<file path="src/nvmpc_params.svh">
// Constants for the non-volatile memory protection controller.
`ifndef NVMPC_PARAMS_SVH
`define NVMPC_PARAMS_SVH
`define NVMPC_OFS_UNLOCK     12'h000
`define NVMPC_OFS_STATUS     12'h004
`define NVMPC_OFS_BOOT_CFG   12'h008
`define NVMPC_KEY1           8'h56
`define NVMPC_KEY2           8'hae
`define NVMPC_ST_UNLOCKED    0
`define NVMPC_ST_READOUT     1
`define NVMPC_ST_ERASE       2
`define NVMPC_ST_BOOT_VALID  3
`define NVMPC_ST_LOADED      4
`define NVMPC_ST_STEPS_LSB   8
`define NVMPC_BOOT_STEP_SH   9
`define NVMPC_VECTOR_END     17'h00080
`define NVMPC_RO_ACTIVE      8'haa
`define NVMPC_RO_CLEARED     8'h00
`define NVMPC_OPT_BOOT       2'h0
`define NVMPC_OPT_BOOT_N     2'h1
`define NVMPC_OPT_READOUT    2'h2
`define NVMPC_ERASE_CYCLES   16
`endif

</file>
<file path="src/nvmpc_pkg.sv">
// Types shared by the protection controller modules.
package nvmpc_pkg;
	typedef enum logic [1:0] {
		NVMPC_ER_IDLE = 2'b00,
		NVMPC_ER_PROG = 2'b01,
		NVMPC_ER_DATA = 2'b10,
		NVMPC_ER_DONE = 2'b11
	} nvmpc_erase_st_t;
	typedef enum logic [1:0] {
		NVMPC_SP_PROG = 2'b00,
		NVMPC_SP_DATA = 2'b01,
		NVMPC_SP_OPT  = 2'b10,
		NVMPC_SP_NONE = 2'b11
	} nvmpc_space_t;
endpackage

</file>
<file path="src/nvmpc_erase.sv">
// Global erase sequencer: wipes program memory, then data memory.
`include "nvmpc_params.svh"
module nvmpc_erase #(
	parameter int ERASE_CYCLES = `NVMPC_ERASE_CYCLES
) (
	// Clock and reset
	input  wire logic pclk,
	input  wire logic presetn,
	input  wire logic ce,
	// Control
	input  wire logic start,
	output logic      busy,
	output logic      done,
	// Erase strobes to the memory arrays
	output logic      erase_prog,
	output logic      erase_data
);
	localparam int CW = $clog2(ERASE_CYCLES + 1);
	localparam logic [CW-1:0] LAST = CW'(ERASE_CYCLES - 1);

	nvmpc_pkg::nvmpc_erase_st_t st_ff;
	nvmpc_pkg::nvmpc_erase_st_t nxt_st;
	logic [CW-1:0]              cnt_ff;

	always_comb begin
		nxt_st = st_ff;
		case (st_ff)
			nvmpc_pkg::NVMPC_ER_IDLE: if (start) nxt_st = nvmpc_pkg::NVMPC_ER_PROG;
			nvmpc_pkg::NVMPC_ER_PROG: if (cnt_ff == LAST) nxt_st = nvmpc_pkg::NVMPC_ER_DATA;
			nvmpc_pkg::NVMPC_ER_DATA: if (cnt_ff == LAST) nxt_st = nvmpc_pkg::NVMPC_ER_DONE;
			nvmpc_pkg::NVMPC_ER_DONE: nxt_st = nvmpc_pkg::NVMPC_ER_IDLE;
			default: nxt_st = nvmpc_pkg::NVMPC_ER_IDLE;
		endcase
	end

	always_ff @(posedge pclk or negedge presetn) begin
		if (!presetn)
			st_ff <= nvmpc_pkg::NVMPC_ER_IDLE;
		else if (ce)
			st_ff <= nxt_st;
	end

	always_ff @(posedge pclk or negedge presetn) begin
		if (!presetn)
			cnt_ff <= '0;
		else if (ce) begin
			if (nxt_st != st_ff)
				cnt_ff <= '0;
			else if (st_ff == nvmpc_pkg::NVMPC_ER_PROG || st_ff == nvmpc_pkg::NVMPC_ER_DATA)
				cnt_ff <= cnt_ff + 1'b1;
		end
	end

	assign busy       = (st_ff != nvmpc_pkg::NVMPC_ER_IDLE);
	assign done       = (st_ff == nvmpc_pkg::NVMPC_ER_DONE);
	assign erase_prog = (st_ff == nvmpc_pkg::NVMPC_ER_PROG);
	assign erase_data = (st_ff == nvmpc_pkg::NVMPC_ER_DATA);
endmodule

</file>
<file path="src/nvmpc_top.sv">
// Protection controller for program memory, data memory and option bytes.
`include "nvmpc_params.svh"
module nvmpc_top #(
	parameter int ERASE_CYCLES = `NVMPC_ERASE_CYCLES
) (
	// Clock, reset, enable
	input  wire logic        pclk,
	input  wire logic        presetn,
	input  wire logic        ce,
	// APB slave
	input  wire logic        psel,
	input  wire logic        penable,
	input  wire logic        pwrite,
	input  wire logic [11:0] paddr,
	input  wire logic [31:0] pwdata,
	output logic [31:0]      prdata,
	output logic             pready,
	output logic             pslverr,
	// Option byte values held in the array, sampled after reset
	input  wire logic [7:0]  opt_boot_in,
	input  wire logic [7:0]  opt_boot_n_in,
	input  wire logic [7:0]  opt_readout_in,
	// Application write check
	input  wire logic        cpu_wr_req,
	input  wire logic [1:0]  cpu_wr_space,
	input  wire logic [16:0] cpu_wr_addr,
	output logic             cpu_wr_allow,
	// Debug module access from the single wire debug port
	input  wire logic        dbg_req,
	input  wire logic        dbg_write,
	input  wire logic [1:0]  dbg_space,
	input  wire logic [16:0] dbg_addr,
	input  wire logic [7:0]  dbg_wdata,
	output logic             dbg_grant,
	output logic             dbg_deny,
	// Protection state and erase strobes
	output logic [7:0]       boot_area_lock,
	output logic [7:0]       boot_area_lock_complement,
	output logic             readout_lock,
	output logic             in_app_programming,
	output logic             erase_prog,
	output logic             erase_data
);
	logic        unlocked_ff;
	logic        key_stage_ff;
	logic        loaded_ff;
	logic [7:0]  boot_ff;
	logic [7:0]  boot_n_ff;
	logic [7:0]  readout_ff;
	logic [31:0] prdata_ff;
	logic        slverr_ff;
	logic        erase_busy;
	logic        erase_done;
	logic        erase_start;
	logic        apb_setup;
	logic        apb_wr;
	logic        readout_on;
	logic        boot_valid;
	logic [16:0] boot_bytes;
	logic        dbg_opt_wr;
	logic        dbg_ro_clear;
	logic        mapped;
	logic [31:0] nxt_prdata;

	assign apb_setup  = psel && !penable;
	assign apb_wr     = psel && penable && pwrite;
	assign mapped     = (paddr == `NVMPC_OFS_UNLOCK) || (paddr == `NVMPC_OFS_STATUS) ||
	                    (paddr == `NVMPC_OFS_BOOT_CFG);
	assign readout_on = (readout_ff == `NVMPC_RO_ACTIVE);
	assign boot_valid = (boot_n_ff == ~boot_ff);
	assign boot_bytes = boot_valid ? {boot_ff, 9'h000} : 17'h00000;

	// Option bytes are captured one edge after reset release; a strap is never
	// loaded by the asynchronous reset itself.
	always_ff @(posedge pclk or negedge presetn) begin
		if (!presetn)
			loaded_ff <= 1'b0;
		else if (ce)
			loaded_ff <= 1'b1;
	end

	// Debug accesses are decided in one cycle; the readout byte clear is the
	// only request let through a set lock, and only to start the erase.
	assign dbg_ro_clear = dbg_req && dbg_write && loaded_ff && !erase_busy &&
	                      dbg_space == nvmpc_pkg::NVMPC_SP_OPT &&
	                      dbg_addr[1:0] == `NVMPC_OPT_READOUT &&
	                      dbg_wdata != `NVMPC_RO_ACTIVE && readout_on;
	assign dbg_grant    = dbg_req && loaded_ff && !erase_busy && !readout_on;
	assign dbg_deny     = dbg_req && !dbg_grant;
	assign dbg_opt_wr   = dbg_grant && dbg_write && dbg_space == nvmpc_pkg::NVMPC_SP_OPT;
	assign erase_start  = dbg_ro_clear;

	always_ff @(posedge pclk or negedge presetn) begin
		if (!presetn) begin
			boot_ff   <= 8'h00;
			boot_n_ff <= 8'h00;
		end else if (ce) begin
			if (!loaded_ff) begin
				boot_ff   <= opt_boot_in;
				boot_n_ff <= opt_boot_n_in;
			end else if (dbg_opt_wr && dbg_addr[1:0] == `NVMPC_OPT_BOOT)
				boot_ff   <= dbg_wdata;
			else if (dbg_opt_wr && dbg_addr[1:0] == `NVMPC_OPT_BOOT_N)
				boot_n_ff <= dbg_wdata;
		end
	end

	// Reset value keeps the lock on until the real byte is known.
	always_ff @(posedge pclk or negedge presetn) begin
		if (!presetn)
			readout_ff <= `NVMPC_RO_ACTIVE;
		else if (ce) begin
			if (!loaded_ff)
				readout_ff <= opt_readout_in;
			else if (erase_done)
				readout_ff <= `NVMPC_RO_CLEARED;
			else if (dbg_opt_wr && dbg_addr[1:0] == `NVMPC_OPT_READOUT)
				readout_ff <= dbg_wdata;
		end
	end

	nvmpc_erase #(
		.ERASE_CYCLES(ERASE_CYCLES)
	) u_erase (
		.pclk      (pclk),
		.presetn   (presetn),
		.ce        (ce),
		.start     (erase_start),
		.busy      (erase_busy),
		.done      (erase_done),
		.erase_prog(erase_prog),
		.erase_data(erase_data)
	);

	// Unlock needs KEY1 then KEY2 as consecutive writes to the unlock register; any other write to it, a lone KEY1 included, relocks.
	always_ff @(posedge pclk or negedge presetn) begin
		if (!presetn) begin
			key_stage_ff <= 1'b0;
			unlocked_ff  <= 1'b0;
		end else if (ce && apb_wr && paddr == `NVMPC_OFS_UNLOCK) begin
			key_stage_ff <= (pwdata[7:0] == `NVMPC_KEY1) && !key_stage_ff;
			unlocked_ff  <= key_stage_ff && pwdata[7:0] == `NVMPC_KEY2;
		end
	end

	// Writes to the boot configuration word are accepted but change nothing.
	always_comb begin
		nxt_prdata = 32'h00000000;
		case (paddr)
			`NVMPC_OFS_STATUS: begin
				nxt_prdata[`NVMPC_ST_UNLOCKED]   = unlocked_ff;
				nxt_prdata[`NVMPC_ST_READOUT]    = readout_on;
				nxt_prdata[`NVMPC_ST_ERASE]      = erase_busy;
				nxt_prdata[`NVMPC_ST_BOOT_VALID] = boot_valid;
				nxt_prdata[`NVMPC_ST_LOADED]     = loaded_ff;
				nxt_prdata[`NVMPC_ST_STEPS_LSB +: 8] = boot_valid ? boot_ff : 8'h00;
			end
			`NVMPC_OFS_BOOT_CFG: nxt_prdata = {16'h0000, boot_n_ff, boot_ff};
			default: nxt_prdata = 32'h00000000;
		endcase
	end

	always_ff @(posedge pclk or negedge presetn) begin
		if (!presetn) begin
			prdata_ff <= 32'h00000000;
			slverr_ff <= 1'b0;
		end else if (ce && apb_setup) begin
			prdata_ff <= pwrite ? 32'h00000000 : nxt_prdata;
			slverr_ff <= !mapped;
		end
	end

	assign prdata  = prdata_ff;
	assign pready  = 1'b1;
	assign pslverr = psel && penable && slverr_ff;

	// Boot area starts at address zero, so the vector table is inside it whenever a valid pair gives a nonzero size.
	assign cpu_wr_allow = cpu_wr_req && unlocked_ff && !erase_busy && loaded_ff &&
	                      (cpu_wr_space == nvmpc_pkg::NVMPC_SP_DATA ||
	                       (cpu_wr_space == nvmpc_pkg::NVMPC_SP_PROG &&
	                        cpu_wr_addr >= boot_bytes));

	assign boot_area_lock            = boot_ff;
	assign boot_area_lock_complement = boot_n_ff;
	assign readout_lock              = readout_on;
	assign in_app_programming        = unlocked_ff;
endmodule

</file>
<file path="config.mk">
export PLATFORM = sky130hd
export DESIGN_NAME = nvmpc_top
export DESIGN_NICKNAME = d
export VERILOG_FILES = /design/src/nvmpc_pkg.sv /design/src/nvmpc_erase.sv /design/src/nvmpc_top.sv
export VERILOG_INCLUDE_DIRS = /design/src /design/src/src
export SDC_FILE = /design/constraint.sdc
export NUM_CORES = 1
export LEC_CHECK = 0
export CAP_MARGIN = 10
export CORE_MARGIN = 2
export CORE_UTILIZATION = 58
export DETAILED_ROUTE_END_ITERATION = 8
export DONT_BUFFER_PORTS = 1
export GPL_TIMING_DRIVEN = 0
export HOLD_SLACK_MARGIN = 0.12
export PLACE_DENSITY_LB_ADDON = 0.15
export SYNTH_ARGS = -nofsm -noshare
export SYNTH_HDL_FRONTEND = slang
export SYNTH_HIERARCHICAL = 1
export SYNTH_SLANG_ARGS = --single-unit
</file>
<file path="constraint.sdc">
create_clock -name pclk -period 2.5 [get_ports pclk]
set_input_delay 0.125 -clock pclk [delete_from_list [all_inputs] [get_ports pclk]]
set_output_delay 0.125 -clock pclk [all_outputs]
set_load 0.02 [all_outputs]
</file>
==> Flow_metrics.wiki <==
{| class="wikitable"
! Metric !! Value
|-
| Total number of H-tree levels || 2
|-
| Reported net switching power || ~1 mW
|-
| Summed area of non-filler cells in the final layout || 0.00438 mm2
|-
| Clk Tree Root Cell || sky130_fd_sc_hd__clkbuf_8
|-
| CP top delay family || simple AND/OR/NAND/NOR gates
|-
| Detailed-route wire length on metal 1 || between 4 and 5 mm
|-
| Unique masters post-synth || 66
|-
| Clk buf depth || 2
|-
| Uppermost layer routed || met4
|-
| Reg-to-reg startpoint || u_erase/st_ff[0]$_DFFE_PN0P_
|-
| Die span in y || between 80 and 90 um
|-
| Count of nets after finishing || about 570
|-
| Clock tree from TritonCTS || done
|-
| Flip-flop and latch count after synthesis || 51
|-
| Crit path depth || 9
|-
| Worst r2r path cells || 9
|-
| Number of failing setup endpoints in the final timing report || 1
|-
| Critical-path cell list || xnor2_2 -> nor4_2 -> and2_1 -> buf_8 -> nand2_2 -> ha_4 -> nand4_1 -> a2111oi_2 -> a21o_1
|-
| Largest clock skew in the final design || approximately 8.7 ps
|-
| Number of clock buffers inserted by TritonCTS || 5
|-
| Commonest cells after routing, fill and taps aside || 38 x sky130_fd_sc_hd__dlygate4sd3_1, 35 x sky130_fd_sc_hd__nand2_1, 33 x sky130_fd_sc_hd__dfrtp_1
|-
| Count of synthesis-stage warnings from yosys || 6
|-
| Antenna violations before repair || 0
|-
| Drt pass-1 iters || 5
|-
| Smallest hold slack || between 100 and 150 ps
|-
| I/O pin count || 180
|-
| Internal Power || about 1.7 mW
|-
| Endpoints failing hold || 0
|-
| Maximum number of pins on one net before global-route repair || between 50 and 60
|-
| First-pass GRT wire length || ~15 mm
|-
| Row Count || 28
|-
| Overall overflow remaining after global route || 0
|-
| Sum of met3 wire segment lengths after detailed routing || ~840 um
|-
| Headroom to the max-slew limit || ~53%
|-
| Total Die Area || about 0.0068 mm2
|-
| Ratio of cells with drive above 1 in the final layout || 22.1%
|-
| DRC || 0
|-
| Non-filler cells, final || 504
|-
| Initial Util || between 50 and 60%
|-
| Maximum fanout along the worst path || 7
|-
| HPWL after detailed placement || between 7 and 8 mm
|-
| Mean Syn Cell Area || 9.73 um2
|-
| Share of total power in sequential cells || between 40% and 50%
|-
| Startpoint Class || flop
|-
| Port bufs || 0
|-
| Max_cap viols || 0
|-
| Data required time of the worst path || roughly 2400 ps
|-
| Cell area power density || between 600 and 700 mW/mm2
|-
| Netlist area before placement || between 0.003 and 0.004 mm2
|-
| Minimum setup slack after placement || -355 ps
|-
| Inserted Diodes || 0
|-
| Worst VDD drop || ~0.00061 V
|-
| Share of flip-flops with an asynchronous set or reset after synthesis || between 90% and 100%
|-
| Total placed cells including tap cells || between 400 and 500
|-
| Overall routed net length || 10.4 mm
|-
| Core box area || approximately 0.0059 mm2
|-
| Worst Max-Slew Pin Slew || between 700 and 800 ps
|-
| Top_reg_cell synth || sky130_fd_sc_hd__dfrtp_1
|-
| Final RePlAce weighted congestion || about 0.86
|-
| CTS clock-pin slew for the worst setup and hold paths || approximately 100 ps
|-
| R2R setup slack || about 120 ps
|-
| Worst path bufs/invs || 1
|-
| Time the final worst path needs with I/O delays and setup || 2940 ps
|-
| Leakage power summed over all cells || between 1.5 and 2 nW
|-
| Synth area leaders || sky130_fd_sc_hd__dfrtp_1 33%, sky130_fd_sc_hd__ha_1 5.6%, sky130_fd_sc_hd__o22ai_1 4.4%
|-
| Slowest cell on the critical path || sky130_fd_sc_hd__dfrtp_2
|-
| Achievable clock frequency || about 0.34 GHz
|-
| Cell depth of the worst min-delay path || 3
|-
| Part of the cycle the worst path needs || 117%
|-
| Sequential fraction of the synthesis area || a little over a third
|-
| Routed vias || 3252
|-
| CTS Sinks || 51
|-
| HP Class || input port to flop
|-
| Die outline width || roughly 82 um
|-
| Overall routing resource usage || 30.1%
|-
| Synthesis-to-finish area growth || 23.5%
|-
| Power share of the clock group || 19.3%
|-
| Violations in the final reports || negative setup slack
|-
| Signal arrival time at the worst endpoint || roughly 2800 ps
|-
| Run status || finished, violations left
|-
| Insertion delay of the later-clocked pin in the worst-skew pair || 310 ps
|-
| Via-per-instance ratio || 6.45
|-
| Drt first-iter violations || between 200 and 250
|-
| Cell type contributing the most total cell area after synthesis || sky130_fd_sc_hd__dfrtp_1
|-
| Start-to-end type of the worst setup path || flop to output pin
|-
| Filler instances || between 400 and 500
|-
| Post-Place Cell Area || around 0.0037 mm2
|-
| Share of the synthesized area in the top cell type || around 33%
|-
| Share of total power in combinational logic || 40.7%
|-
| Critical path capture point type || output pin
|-
| Commonest non-fill, non-tap cell in the layout || sky130_fd_sc_hd__dlygate4sd3_1
|-
| Cells after synthesis || approximately 370
|-
| Met2 Wirelength || ~5.3 mm
|-
| Capture point of the critical path || cpu_wr_allow
|-
| Number of flops mapped to enable cells by yosys || 0
|-
| Via count of the first global-routing pass || between 3000 and 4000
|-
| Number of pins with negative max-slew slack in the final report || 0
|-
| End of the worst register-to-register path || u_erase/cnt_ff[0]$_DFFE_PN0P_
|-
| Antenna Nets Post-Route || 0
|-
| RSZ-0062 raised after global routing || true
|-
| Average wire per standard cell || 20.7 um
|-
| Largest stage delay, worst path || about 540 ps
|-
| Net switching fraction of the power || a little over a third
|-
| Critical path startpoint || boot_area_lock[6]$_DFFE_PN0P_
|-
| Smallest setup slack after layout || -437 ps
|}
==> power groups by stage <==
stage / combinational [mW] / sequential [mW] / clock [mW]
after floorplan: 0.779 / 1.05 / 0
after global placement: 0.885 / 1.07 / 0
after detailed placement: 0.918 / 1.08 / 0
after CTS: 1.05 / 1.07 / 0.527
after global routing: 1.19 / 1.09 / 0.563
final: 1.10 / 1.08 / 0.521
==> cell usage after synthesis (9+ instances only) <==
library cell / count
sky130_fd_sc_hd__dfrtp_1: 47
sky130_fd_sc_hd__nand2_1: 37
sky130_fd_sc_hd__o22ai_1: 25
sky130_fd_sc_hd__buf_4: 18
sky130_fd_sc_hd__a21oi_1: 17
sky130_fd_sc_hd__ha_1: 16
sky130_fd_sc_hd__a22oi_1: 13
sky130_fd_sc_hd__a22o_1: 12
sky130_fd_sc_hd__inv_1: 11
sky130_fd_sc_hd__nor3_1: 11
sky130_fd_sc_hd__clkbuf_1: 10
sky130_fd_sc_hd__nand2b_1: 9
==> area by class of cell <==
type / count / area [um2] / area share (%)
inverter: 11 / 41.3 / 0.942
timing repair buffer: 41 / 423 / 9.65
multi-input combinational: 286 / 2220 / 50.6
sequential: 51 / 1300 / 29.6
clock inverter: 2 / 16.3 / 0.371
clock buffer: 6 / 82.6 / 1.88
tap: 75 / 93.8 / 2.14
buffer: 32 / 209 / 4.77
==> metal layers <==
layer  global-route usage [%]  vias to the layer above
li1                         -                     1482
met1                     37.2                     1574
met2                     52.5                      173
met3                     6.41                       23
met4                     9.33                        0
met5                        0                        -
==> stage by stage <==
| stage | power (mW) | utilization [%] | setup TNS, ps |
|---|---|---|---|
| floorplan | 1.83 | - | 0 |
| global placement | 1.96 | 62.9 | -1530 |
| detailed placement | 2.00 | 62.9 | -1800 |
| CTS | 2.65 | 73.0 | -442 |
| global route | 2.85 | 74.0 | -566 |
| finish | 2.71 | 74.0 | -437 |
==> registers in the layout (all words and copies together) (netlist names) <==
signal                     flops
in_app_programming             1
slverr_ff                      1
boot_area_lock                 8
boot_area_lock_complement      8
key_stage_ff                   1
loaded_ff                      1
readout_ff                     8
u_erase/cnt_ff                 5
u_erase/st_ff                  2
prdata                        16
==> worst min-delay path by stage <==
stage	end	slack, ps	startpoint
2_1_floorplan	boot_area_lock[0]$_DFFE_PN0P_	-170	presetn
3_3_place_gp	u_erase/st_ff[0]$_DFFE_PN0P_	-170	presetn
3_5_place_dp	u_erase/st_ff[0]$_DFFE_PN0P_	-170	presetn
4_1_cts	u_erase/cnt_ff[1]$_DFFE_PN0P_	140	ce
5_1_grt	u_erase/cnt_ff[1]$_DFFE_PN0P_	150	ce
6_report	u_erase/cnt_ff[1]$_DFFE_PN0P_	130	ce
==> logic make-up (layout without fill, tap and decap cells) <==
kind of cell    count (synthesis)  after routing  synth area share [%]
simple gates                  125            125                  23.0
compound gates                101            101                  20.5
flops                          51             51                  36.1
buf+inv                        43             92                  6.73
mux                            19             19                  5.85
fa+ha+maj                      16             16                  5.64
xor+xnor                        8              8                  1.97
other cells                     2             17                 0.212
==> what timing repair did <==
action                                 4_1_cts  5_1_grt
hold buffers                                39        0
resized for setup                           18       13
pin swaps                                    8        7
gates cloned                                 0        0
setup endpoints to repair                    6        9
setup buffers                                2        0
endpoints found under the hold margin       86        0
==> worst register-to-register path: cells and delay by family (launching register included) <==
family                     cells  cell delay, ps
and+or+nand+nor                3             700
DFF                            1             460
AOI/OAI and AO/OA              2             390
buffers and inverters          2             280
muxes                          1             280
adders and majority gates      1             170
No activity file was read; power rests on OpenSTA's default activity.
